--- src/hw/bpbc_regs.vh ---
/*
 * register map, field positions and codes of the breakpoint and break
 * condition unit. assumes a 32-bit apb slave with word-aligned registers.
 */
`ifndef BPBC_REGS_VH
`define BPBC_REGS_VH

// ************************************************************
// register byte offsets
// ************************************************************
`define BPBC_CTRL_OFS      12'h000
`define BPBC_STAT_OFS      12'h004
`define BPBC_CMD_OFS       12'h008
`define BPBC_QSEL_OFS      12'h00c
`define BPBC_QDATA_OFS     12'h010
`define BPBC_TRAP_OFS      12'h014

// ************************************************************
// control register fields
// ************************************************************
`define BPBC_CTRL_TRAPN_LO 0
`define BPBC_CTRL_TRAPN_HI 3
`define BPBC_CTRL_BPEN     4
`define BPBC_CTRL_ROMEN    5
`define BPBC_CTRL_L1EN     6
`define BPBC_CTRL_L2EN     7
`define BPBC_CTRL_EMU_SEL  8
`define BPBC_CTRL_EXT_SEL  9
`define BPBC_CTRL_MASK     32'h0000_03ff

// ************************************************************
// command register: op in [31:28], address in [23:0]
// ************************************************************
`define BPBC_OP_LO         28
`define BPBC_OP_HI         31
`define BPBC_OP_SET        4'h1
`define BPBC_OP_EN         4'h2
`define BPBC_OP_EN_ALL     4'h3
`define BPBC_OP_DIS        4'h4
`define BPBC_OP_REMOVE     4'h5
`define BPBC_ADDR_W        24

// ************************************************************
// break cause codes
// ************************************************************
`define BPBC_CAUSE_NONE    3'h0
`define BPBC_CAUSE_PLANTED 3'h1
`define BPBC_CAUSE_UNDEF   3'h2
`define BPBC_CAUSE_ROM     3'h3
`define BPBC_CAUSE_LINE1   3'h4
`define BPBC_CAUSE_LINE2   3'h5

// ************************************************************
// table and opcode constants
// ************************************************************
`define BPBC_ENTRIES       8
`define BPBC_IDX_W         3
`define BPBC_TRAP_BASE     16'h4e40
`define BPBC_TRAP_NUM_MAX  4'hf

`endif

--- src/hw/bpbc_unit.v ---
/*
 * breakpoint table and break condition gating for a processor emulator.
 * assumes: apb master on pclk; a target memory port that answers each held
 * request with a one-cycle mem_ack; trap, rom-write and trace restart inputs from
 * logic on pclk; analyzer trigger inputs come from pins and are synchronised.
 */
`timescale 1ns/1ns
`default_nettype none
`include "bpbc_regs.vh"

// Contract
// - trap number 0..0fh selects trap opcode
// - setting breakpoint saves opcode, plants trap
// - any trap breaks; table says planted or not
// - planted trap restores original opcode
// - user trap reported undefined; host resumes vector
// - new trap number disables all entries
// - global enable leaves entry states unchanged
// - query returns entries, states, global flag
// - hit entry becomes disabled, stays defined
// - enable one address or all entries
// - disable one address, keep entry
// - remove deletes entry from table
// - global off disables all, keeps entries
// - rom write with condition enabled breaks
// - rom write never modifies; no break if disabled
// - each analyzer routed to line one or two
// - enabled line assertion breaks, reports line
// - trigger break may lag several cycles
// - causing line released after break
// - other line held until trace halt/start
module bpbc_unit (
    // apb
    input  wire        pclk,
    input  wire        presetn,
    input  wire        psel,
    input  wire        penable,
    input  wire        pwrite,
    input  wire [11:0] paddr,
    input  wire [31:0] pwdata,
    output reg  [31:0] prdata,
    output wire        pready,
    output wire        pslverr,
    // target memory port for planting and restoring opcodes
    output reg         mem_req,
    output reg         mem_we,
    output reg  [23:0] mem_addr,
    output reg  [15:0] mem_wdata,
    input  wire [15:0] mem_rdata,
    input  wire        mem_ack,
    // emulated processor events
    input  wire        trap_taken,
    input  wire [23:0] trap_addr,
    input  wire        bus_write,
    input  wire        bus_rom_hit,
    output wire        bus_write_inhibit,
    // analyzers
    input  wire        emu_trigger,
    input  wire        ext_trigger,
    input  wire        trace_restart,
    output wire        internal_line_one,
    output wire        internal_line_two,
    // monitor
    output reg         break_req,
    input  wire        in_monitor
);

// ************************************************************
// state and storage
// ************************************************************
localparam ST_IDLE  = 4'b0001;
localparam ST_READ  = 4'b0010;
localparam ST_WRITE = 4'b0100;
localparam ST_DONE  = 4'b1000;

reg  [3:0]               state;
reg  [3:0]               trap_num;
reg                      bp_enable;
reg                      rom_break_en;
reg                      line1_break_en;
reg                      line2_break_en;
reg                      emu_sel;
reg                      ext_sel;
reg  [2:0]               cause;
reg  [`BPBC_IDX_W-1:0]   qsel;
reg  [`BPBC_IDX_W-1:0]   cur_idx;
reg                      restore_pend;
reg  [`BPBC_IDX_W-1:0]   restore_idx;
reg  [`BPBC_ENTRIES-1:0] defined;
reg  [`BPBC_ENTRIES-1:0] armed;
reg  [23:0]              bp_addr [0:`BPBC_ENTRIES-1];
reg  [15:0]              bp_orig [0:`BPBC_ENTRIES-1];
reg  [1:0]               emu_sync;
reg  [1:0]               ext_sync;
reg                      line1_hold;
reg                      line2_hold;

wire wr_en = psel & penable & pwrite;
wire [3:0] cmd_op = pwdata[`BPBC_OP_HI:`BPBC_OP_LO];
wire [23:0] cmd_addr = pwdata[`BPBC_ADDR_W-1:0];
wire busy = (state != ST_IDLE);

// ************************************************************
// address match and free slot search
// ************************************************************
reg  [`BPBC_ENTRIES-1:0] cmd_hit;
reg  [`BPBC_ENTRIES-1:0] trap_hit;
genvar g;
generate
    for (g = 0; g < `BPBC_ENTRIES; g = g + 1) begin : g_match
        always @* begin
            cmd_hit[g] = defined[g] & (bp_addr[g] == cmd_addr);
            trap_hit[g] = defined[g] & armed[g] & (bp_addr[g] == trap_addr);
        end
    end
endgenerate

reg                    free_ok;
reg [`BPBC_IDX_W-1:0]  free_idx;
reg                    tmatch_ok;
reg [`BPBC_IDX_W-1:0]  tmatch_idx;
integer i;
always @* begin
    free_ok = 1'b0;
    free_idx = {`BPBC_IDX_W{1'b0}};
    tmatch_ok = 1'b0;
    tmatch_idx = {`BPBC_IDX_W{1'b0}};
    for (i = `BPBC_ENTRIES - 1; i >= 0; i = i - 1) begin
        if (!defined[i]) begin
            free_ok = 1'b1;
            free_idx = i[`BPBC_IDX_W-1:0];
        end
        if (trap_hit[i]) begin
            tmatch_ok = 1'b1;
            tmatch_idx = i[`BPBC_IDX_W-1:0];
        end
    end
end

// ************************************************************
// apb slave
// ************************************************************
// zero wait states: every access completes in its first access cycle
assign pready = 1'b1;
assign pslverr = 1'b0;

reg  [31:0]              rd_mux;
always @* begin
    case (paddr)
        `BPBC_CTRL_OFS:  rd_mux = {22'h0, ext_sel, emu_sel, line2_break_en,
                                   line1_break_en, rom_break_en, bp_enable, trap_num};
        `BPBC_STAT_OFS:  rd_mux = {12'h0, busy, cause, defined, armed};
        `BPBC_QSEL_OFS:  rd_mux = {29'h0, qsel};
        `BPBC_QDATA_OFS: rd_mux = {6'h0, defined[qsel], armed[qsel], bp_addr[qsel]};
        `BPBC_TRAP_OFS:  rd_mux = {16'h0, `BPBC_TRAP_BASE | {12'h0, trap_num}};
        default:         rd_mux = 32'h0;
    endcase
end

// read data is caught in the setup cycle so that it stands as a flop output
// through the whole access phase
always @(posedge pclk or negedge presetn) begin
    if (!presetn)
        prdata <= 32'h0;
    else if (psel && !penable && !pwrite)
        prdata <= rd_mux;
end

// ************************************************************
// control, table and memory sequencer
// ************************************************************
// a restore that could not start at once is taken from the pending slot
wire [`BPBC_IDX_W-1:0] restore_sel = restore_pend ? restore_idx : tmatch_idx;
wire                   restore_go  = restore_pend | (trap_taken & tmatch_ok);

reg [`BPBC_ENTRIES-1:0] next_armed;
always @* begin
    next_armed = armed;
    if (wr_en && paddr == `BPBC_CTRL_OFS) begin
        if (pwdata[`BPBC_CTRL_TRAPN_HI:`BPBC_CTRL_TRAPN_LO] != trap_num)
            next_armed = {`BPBC_ENTRIES{1'b0}};
        if (!pwdata[`BPBC_CTRL_BPEN])
            next_armed = {`BPBC_ENTRIES{1'b0}};
    end
    if (wr_en && paddr == `BPBC_CMD_OFS && !busy) begin
        case (cmd_op)
            `BPBC_OP_EN:     next_armed = armed | (cmd_hit & {`BPBC_ENTRIES{bp_enable}});
            `BPBC_OP_EN_ALL: next_armed = defined & {`BPBC_ENTRIES{bp_enable}};
            `BPBC_OP_DIS:    next_armed = armed & ~cmd_hit;
            `BPBC_OP_REMOVE: next_armed = armed & ~cmd_hit;
            default:         next_armed = next_armed;
        endcase
    end
    // a hit disarms at once, even when its restore has to wait its turn
    if (trap_taken && tmatch_ok)
        next_armed[tmatch_idx] = 1'b0;
end

always @(posedge pclk or negedge presetn) begin
    if (!presetn) begin
        state <= ST_IDLE;
        trap_num <= 4'h0;
        bp_enable <= 1'b0;
        rom_break_en <= 1'b0;
        line1_break_en <= 1'b0;
        line2_break_en <= 1'b0;
        emu_sel <= 1'b0;
        ext_sel <= 1'b0;
        qsel <= {`BPBC_IDX_W{1'b0}};
        defined <= {`BPBC_ENTRIES{1'b0}};
        armed <= {`BPBC_ENTRIES{1'b0}};
        cur_idx <= {`BPBC_IDX_W{1'b0}};
        restore_pend <= 1'b0;
        restore_idx <= {`BPBC_IDX_W{1'b0}};
        mem_req <= 1'b0;
        mem_we <= 1'b0;
        mem_addr <= 24'h0;
        mem_wdata <= 16'h0;
    end else begin
        armed <= next_armed;
        if (wr_en && paddr == `BPBC_CTRL_OFS) begin
            trap_num <= pwdata[`BPBC_CTRL_TRAPN_HI:`BPBC_CTRL_TRAPN_LO];
            bp_enable <= pwdata[`BPBC_CTRL_BPEN];
            rom_break_en <= pwdata[`BPBC_CTRL_ROMEN];
            line1_break_en <= pwdata[`BPBC_CTRL_L1EN];
            line2_break_en <= pwdata[`BPBC_CTRL_L2EN];
            emu_sel <= pwdata[`BPBC_CTRL_EMU_SEL];
            ext_sel <= pwdata[`BPBC_CTRL_EXT_SEL];
        end
        if (wr_en && paddr == `BPBC_QSEL_OFS)
            qsel <= pwdata[`BPBC_IDX_W-1:0];
        if (wr_en && paddr == `BPBC_CMD_OFS && !busy && cmd_op == `BPBC_OP_REMOVE)
            defined <= defined & ~cmd_hit;
        case (state)
            ST_IDLE: begin
                // a restore goes first; a set in the same cycle is dropped
                if (restore_go) begin
                    cur_idx <= restore_sel;
                    restore_pend <= 1'b0;
                    mem_req <= 1'b1;
                    mem_we <= 1'b1;
                    mem_addr <= bp_addr[restore_sel];
                    mem_wdata <= bp_orig[restore_sel];
                    state <= ST_WRITE;
                end else if (wr_en && paddr == `BPBC_CMD_OFS && cmd_op == `BPBC_OP_SET
                             && free_ok && cmd_hit == {`BPBC_ENTRIES{1'b0}}) begin
                    cur_idx <= free_idx;
                    bp_addr[free_idx] <= cmd_addr;
                    defined[free_idx] <= 1'b1;
                    mem_req <= 1'b1;
                    mem_we <= 1'b0;
                    mem_addr <= cmd_addr;
                    state <= ST_READ;
                end
            end
            ST_READ: begin
                if (mem_ack) begin
                    bp_orig[cur_idx] <= mem_rdata;
                    mem_we <= 1'b1;
                    mem_wdata <= `BPBC_TRAP_BASE | {12'h0, trap_num};
                    state <= ST_WRITE;
                end
            end
            ST_WRITE: begin
                if (mem_ack) begin
                    mem_req <= 1'b0;
                    mem_we <= 1'b0;
                    state <= ST_DONE;
                end
            end
            ST_DONE: begin
                state <= ST_IDLE;
            end
            default: state <= ST_IDLE;
        endcase
        // a planted trap hit while the sequencer is busy waits for idle
        if ((state != ST_IDLE || restore_pend) && trap_taken && tmatch_ok) begin
            restore_pend <= 1'b1;
            restore_idx <= tmatch_idx;
        end
    end
end

// ************************************************************
// break conditions and trigger lines
// ************************************************************
assign bus_write_inhibit = bus_write & bus_rom_hit;
wire rom_event = bus_write & bus_rom_hit & rom_break_en & !in_monitor;
wire emu_trig_s = emu_sync[1];
wire ext_trig_s = ext_sync[1];

assign internal_line_one = line1_hold;
assign internal_line_two = line2_hold;

always @(posedge pclk or negedge presetn) begin
    if (!presetn) begin
        emu_sync <= 2'b00;
        ext_sync <= 2'b00;
        line1_hold <= 1'b0;
        line2_hold <= 1'b0;
        break_req <= 1'b0;
        cause <= `BPBC_CAUSE_NONE;
    end else begin
        emu_sync <= {emu_sync[0], emu_trigger};
        ext_sync <= {ext_sync[0], ext_trigger};
        // a trigger in the cycle of a restart belongs to the new trace: set wins
        if (trace_restart) begin
            line1_hold <= 1'b0;
            line2_hold <= 1'b0;
        end
        if ((emu_trig_s & !emu_sel) | (ext_trig_s & !ext_sel))
            line1_hold <= 1'b1;
        if ((emu_trig_s & emu_sel) | (ext_trig_s & ext_sel))
            line2_hold <= 1'b1;
        // the line that caused the break is let go even while its trigger stays up
        if (in_monitor && cause == `BPBC_CAUSE_LINE1)
            line1_hold <= 1'b0;
        if (in_monitor && cause == `BPBC_CAUSE_LINE2)
            line2_hold <= 1'b0;
        if (in_monitor)
            break_req <= 1'b0;
        else if (!break_req) begin
            if (trap_taken) begin
                break_req <= 1'b1;
                cause <= tmatch_ok ? `BPBC_CAUSE_PLANTED : `BPBC_CAUSE_UNDEF;
            end else if (rom_event) begin
                break_req <= 1'b1;
                cause <= `BPBC_CAUSE_ROM;
            end else if (line1_hold && line1_break_en) begin
                break_req <= 1'b1;
                cause <= `BPBC_CAUSE_LINE1;
            end else if (line2_hold && line2_break_en) begin
                break_req <= 1'b1;
                cause <= `BPBC_CAUSE_LINE2;
            end
        end
    end
end

endmodule // bpbc_unit
`default_nettype wire

--- config.mk ---
export PLATFORM = sky130hd
export DESIGN_NAME = bpbc_unit
export DESIGN_NICKNAME = d
export VERILOG_FILES = /design/src/hw/bpbc_unit.v
export VERILOG_INCLUDE_DIRS = /design/src /design/src/hw
export SDC_FILE = /design/constraint.sdc
export NUM_CORES = 1
export LEC_CHECK = 0
export ABC_AREA = 0
export BUFFER_PORTS_ARGS = -buffer_cell sky130_fd_sc_hd__buf_4
export CAP_MARGIN = 20
export CORE_ASPECT_RATIO = 0.7
export CORE_MARGIN = 2
export CORE_UTILIZATION = 35
export CTS_CLUSTER_SIZE = 12
export DETAILED_ROUTE_END_ITERATION = 16
export GPL_TIMING_DRIVEN = 1
export PLACE_DENSITY = 0.6
export SYNTH_ARGS = -nofsm -noshare
export SYNTH_HDL_FRONTEND = slang
export SYNTH_SLANG_ARGS = --single-unit
--- constraint.sdc ---
create_clock -name pclk -period 4.1 [get_ports pclk]
set_input_delay 0.41 -clock pclk [delete_from_list [all_inputs] [get_ports pclk]]
set_output_delay 0.41 -clock pclk [all_outputs]
set_load 0.02 [all_outputs]
---- Word-level counts from Yosys, hierarchy flattened ----
Memory sizes are Yosys's and may differ from the RTL's.
Index checks and enable logic that the tools add are counted.
cells by class
  equality and inequality tests ........... 37
  bitwise logic cells ..................... 48
  mux-type cells .......................... 98
  order comparisons ....................... 5
  reduce and logical (&&, ||, !) cells .... 47
operators with widths
  kind                                                        number
  equality test 24 bit                                        16
  one-hot mux 26 bit (5 select lines)                         1
  2-to-1 mux 8 bit                                            9
  2-to-1 mux 3 bit                                            23
  2-to-1 mux 24 bit                                           2
  2-to-1 mux 1 bit                                            47
  bitwise AND 8 bit                                           5
  bitwise AND 1 bit                                           34
  2-to-1 mux 16 bit                                           2
  one-hot mux 16 bit (2 select lines)                         1
  equality test 12 x 4 -> 1 bit, second input constant        2
  equality test 12 x 5 -> 1 bit, second input constant        2
  one-hot mux 8 bit (3 select lines)                          1
  logical AND 1 bit                                           21
  2-to-1 mux 4 bit                                            4
  inverter 8 bit                                              2
  bitwise OR 8 bit                                            2
  equality test 12 x 3 -> 1 bit, second input constant        1
  equality test 4 x 2 -> 1 bit, second input constant         3
  equality test 4 x 3 -> 1 bit, second input constant         3
  zero test 12 bit                                            1
  less-than comparator 3 x 4 -> 1 bit, second input constant  3
  one-hot mux 4 bit (3 select lines)                          1
  AND reduction 3 bit                                         4
  other kinds (23)                                            45
storage, ports and cells
  input port bits ......................... 97
  memories ................................ 2
  flip-flop bits (word level) ............. 124
  output and inout port bits .............. 80
  RAM bits ................................ 320
memory list
  name     words  width  read ports  clocked after memory_dff  wr ports  RTL line        RTL
  bp_addr  8      24     10          0                         1         bpbc_unit.v:91  reg [23:0] bp_addr [0:`BPBC_ENTRIES-1];
  bp_orig  8      16     1           0                         1         bpbc_unit.v:92  reg [15:0] bp_orig [0:`BPBC_ENTRIES-1];

---- Logic depth before layout (Yosys ltp) ----
An unclocked memory read counts as a cell.
  depth in word-level cells ............... 18
  gate-level depth with buffers ........... 13

---- Least setup slack after synthesis ----
No wires, ideal clock.
  kind .................................... in2reg
  start point ............................. input trap_addr[17]
  end point ............................... memory bp_addr[0][0], enable pin
  cell stages on the path ................. 11
  arrival time ............................ 3.855 ns
  data required time ...................... 3.695 ns
  setup slack ............................. -0.159 ns
  path buffers ............................ 2
  cell sequence ........................... buf_2 > xnor2_1 > nand4_1 > nor3_1 > and2_1 > clkbuf_1 > nor4_1 > a21boi_1 > nor3_1 > nand3b_1 > nor2_1
on the way
  longest elaborated chain between the ends .. 16
  elaborated cells between the ends (all ways) .. 30
  those cells by class .................... eq/ne: 8; mux: 11; bitwise: 10; reduce/logical: 1
RTL lines
  what                                       RTL line         RTL
  from (decl)                                bpbc_unit.v:53   input wire [23:0] trap_addr,
  equality test 24 bit                       bpbc_unit.v:113  trap_hit[g] = defined[g] & armed[g] & (bp_addr[g] == trap_addr);
  bitwise AND 1 bit                          bpbc_unit.v:113
  2-to-1 mux 1 bit (7 in a row)              bpbc_unit.v:133  if (trap_hit[i]) begin
  2-to-1 mux 1 bit *                         bpbc_unit.v:133
  bitwise AND 1 bit *                        bpbc_unit.v:174  wire restore_go = restore_pend | (trap_taken & tmatch_ok);
  bitwise OR 1 bit *                         bpbc_unit.v:174
  2-to-1 mux 1 bit *                         bpbc_unit.v:237  if (restore_go) begin
  2-to-1 mux 1 bit *                         bpbc_unit.v:234  case (state)
  logical AND 1 bit (not written as such) *  bpbc_unit.v:248  bp_addr[free_idx] <= cmd_addr;
  2-to-1 mux 1 bit (not written as such) *   bpbc_unit.v:248
  to (decl)                                  bpbc_unit.v:91
Mark *: on every way between the ends. The rest lies on a longest branch, timed or not.

==> impl_metrics.py <==
metrics = {
    "floorplan": {
        "initial_core_util": 0.356,
        "die_w_um": 320,
        "dieArea_sq_mm": 0.0719,
        "io_pins": 177,
        "fp-row-count": 80,
        "core_area_sq_mm": 0.0686,
        "chipHeight_um": 225,
    },
    "power": {
        "p_per_area_mw_per_mm2": 330,
        "clkPwrFrac": 0.451,
        "peakVddDrop_v": 0.000269,
        "p_leak_nw": 10.7,
        "p_sw_mw": 2.32,
        "internal_power_mw": 7.60,
        "switching_share": 0.234,
        "p_seq_frac": 0.483,
        "power_frac_comb": 0.066,
    },
    "placed_design": {
        "dpl.cell_count": 3088,
        "dpl.hpwl_mm": 79.1,
        "port_buffers": 164,
        "place.gp.congestion": 0.988,
    },
    "synthesis": {
        "synth-xor-area-share": 0.140,
        "synth_top_family_by_area": "XOR/XNOR gates",
        "synth-edff-count": 320,
        "yosysWarnings": 0,
        "async_flop_share": 0.269,
        "synth_top_area_share": 0.394,
        "syn-cell-area_sq_mm": 0.0244,
        "synth_compound_area_frac": 0.0916,
        "ys_seq_area_frac": 0.515,
        "synth_mux_area_frac": 0.127,
        "syn_inst": 1953,
        "synthTopCellsByArea": "edfxtp_1 (39%), dfrtp_1 (12%), mux4_2 (8.6%)",
        "synth-seq-cells": 438,
        "ys_top_cells_by_count": "edfxtp_1 (320), xnor2_1 (228), xor2_1 (162)",
        "synth_top_flop_cell": "edfxtp_1",
        "synth_area_per_cell_sq_um": 12.5,
        "yosys.area_share.simple": 0.0949,
        "synth_area_leader_cell": "edfxtp_1",
        "yosys.cell_count.top_type": "edfxtp_1",
        "synth_cell_types": 76,
        "synthAdderAreaFrac": 0.000410,
    },
    "layout": {
        "diodes": 0,
        "final_cells": 3199,
        "drive_gt1_frac": 0.277,
        "nets": 2355,
        "syn2layout_area_growth_pct": 23.0,
    },
    "sta": {
        "relSlewSlack": 0.302,
        "drv_slew": 0,
        "clock.fmax_ghz": 0.239,
        "worst_pin_slew_ps": 1040,
        "timing.final.ws_setup_ps": -76.4,
        "worst_hold_slack_ps": 44.4,
        "finalHoldViolCount": 0,
        "setup_viol": 16,
        "period_minus_slack_ps": 4180,
        "fin_crit_sh": 1.02,
        "rsz0062_at_grt": "yes",
        "clock_skew_ps": 45.1,
    },
    "worst_setup_path": {
        "r2r_start": "bp_addr[5][20]",
        "timing.rr.end": "mem_addr[22]",
        "ff2ff_setup_slack_ps": -80,
        "critical_path_required_ps": 4580,
        "crit_fanout": 8,
        "r2r_cells": 11,
        "worstSetupEndpointType": "flip-flop",
        "crit_arrival_ps": 4660,
        "path_class": "flip-flop to flip-flop",
        "cp-start-kind": "flip-flop",
    },
    "global_route": {
        "grt_util_all_layers": 0.282,
        "grt_pass1_wl_mm": 142,
        "antenna_found_initial": 6,
        "grt-ovfl-total": 0,
        "grt_max_degree": 49,
        "grt_pass1_vias": 18200,
    },
    "clock_network": {
        "cts_buffer_depth": 3,
        "root_buffer": "clkbuf_16",
        "worstSkewPairLatency_ps": 630,
        "clk_pin_slew_ps": 60,
        "cts_max_level": 2,
        "numCtsBuffers": 47,
        "clock_sinks": 438,
        "cts_tree": "built",
    },
    "detailed_routing": {
        "drt-pass1-iter-count": 6,
        "vias_per_cell": 5.98,
        "wl_mm": 103,
        "wire_per_inst_um": 32.3,
        "route.detailed.drc": 0,
        "drtIter0Drc": 2652,
        "antenna_left": 0,
        "via_count": 19100,
    },
    "min_path": {
        "hold_path.class": "input port to flip-flop",
        "worstHoldPathCells": 1,
        "min_from": "mem_rdata[14]",
        "whs_endpoint": "bp_orig[4][14]",
    },
    "job": {
        "cap_violations": 0,
    },
    "run_status": {
        "status": "finished with violations",
        "failed_checks": "negative setup slack",
    },
}
==> repair_timing <==
| action | CTS | global route |
|---|---|---|
| hold buffers | 4 | 0 |
| buffers inserted | 0 | 17 |
| hold endpoints to repair | 32 | 0 |
| setup endpoints to repair | 26 | 218 |
| pin swaps | 3 | 16 |
| resized for setup | 4 | 28 |
| cloned | 0 | 2 |
==> how the worst max path moves through the flow <==
| stage | slack, ps | start | end |
|---|---|---|---|
| global placement | -160 | trap_addr[20] | mem_addr[11] |
| CTS | 1 | bp_addr[5][6] | mem_wdata[5] |
| detailed placement | -210 | trap_addr[20] | mem_addr[11] |
| finish | -80 | bp_addr[5][20] | mem_addr[22] |
| global route | -70 | bp_addr[5][20] | mem_addr[22] |
| floorplan | -160 | trap_addr[17] | bp_addr[0][0] |
==> stage by stage <==
step,worst slack [ps],power (mW),setup TNS (ps),area [sq um],utilization
floorplan,-159,5.17,-29750,24400,-
global placement,-158,5.51,-2890,28100,0.410
detailed placement,-208,5.51,-4670,28100,0.410
CTS,1.45,9.97,0,29700,0.434
global route,-70.5,10.2,-435,30000,0.438
finish,-76.4,9.92,-467,30000,0.438
==> worst max-delay path: stages (launching register included) <==
cell      delay [ps]
edfxtp_1         430
xnor2_2          320
nand4_1          340
or4_4            590
or4_4            570
a311o_2          390
a21oi_4          270
buf_6            150
buf_12           130
mux4_2           300
nor2b_1          170
o32a_1           340
==> flip-flops by register name, indices dropped and copies added (netlist names), 8 cells and up <==
register / flops
mem_addr: 24
mem_wdata: 16
prdata: 26
defined: 8
armed: 8
bp_orig: 128
bp_addr: 192
==> layout by cell type (no fill, tap or decap), drive strengths merged, types with 5 or more instances in the layout <==
cell and n:
inv 26, nor2b 31, a222oi 5, clkbuf 76
o221ai 17, mux2 27, edfxtp 320, o22a 14
nand2 137, or2 7, a21oi 51, a211oi 32
and2 6, mux2i 70, conb 8, or4 12
o32a 10, a221oi 7, o211ai 6, nor4 44
dfrtp 117, xor2 162, o221a 5, a22oi 31
o31ai 5, nor4b 6, a21o 13, xnor2 228
o21ai 90, nor2 58, buf 383, nor3 24
mux4 93, clkinv 9, nand4 62, nand2b 10
nand3 30, a31oi 7
==> power groups by stage <==
stage | Clock (mW) | Sequential, mW | Combinational, mW
2_1_floorplan | 0 | 4.88 | 0.287
3_3_place_gp | 0 | 4.88 | 0.627
3_5_place_dp | 0 | 4.88 | 0.631
4_1_cts | 4.54 | 4.79 | 0.638
5_1_grt | 4.71 | 4.79 | 0.679
6_report | 4.47 | 4.79 | 0.655
==> per-layer routing <==
metal	vias to the layer above	part of all wire	GRT usage
li1	7974	-	-
met1	9801	0.44	0.411
met2	1198	0.41	0.399
met3	142	0.13	0.0951
met4	4	0.026	0.0695
met5	-	0.00026	0
==> final cells by class <==
type | instances | area [sq um]
clock buffers | 74 | 1400
fillers | 6289 | 38500
flip-flops and latches | 438 | 12600
inverters | 25 | 93.8
repair buffers | 389 | 3400
well taps | 902 | 1130
clock inverters | 14 | 185
multi-input cells | 1357 | 11300
==> cell families after synthesis <==
logic type,after synthesis
xor+xnor,390
flops,438
other cells,2
simple gates,446
compound gates,322
fa+ha+maj,1
buf+inv,164
mux,190
(Power assumes the default switching activity.)
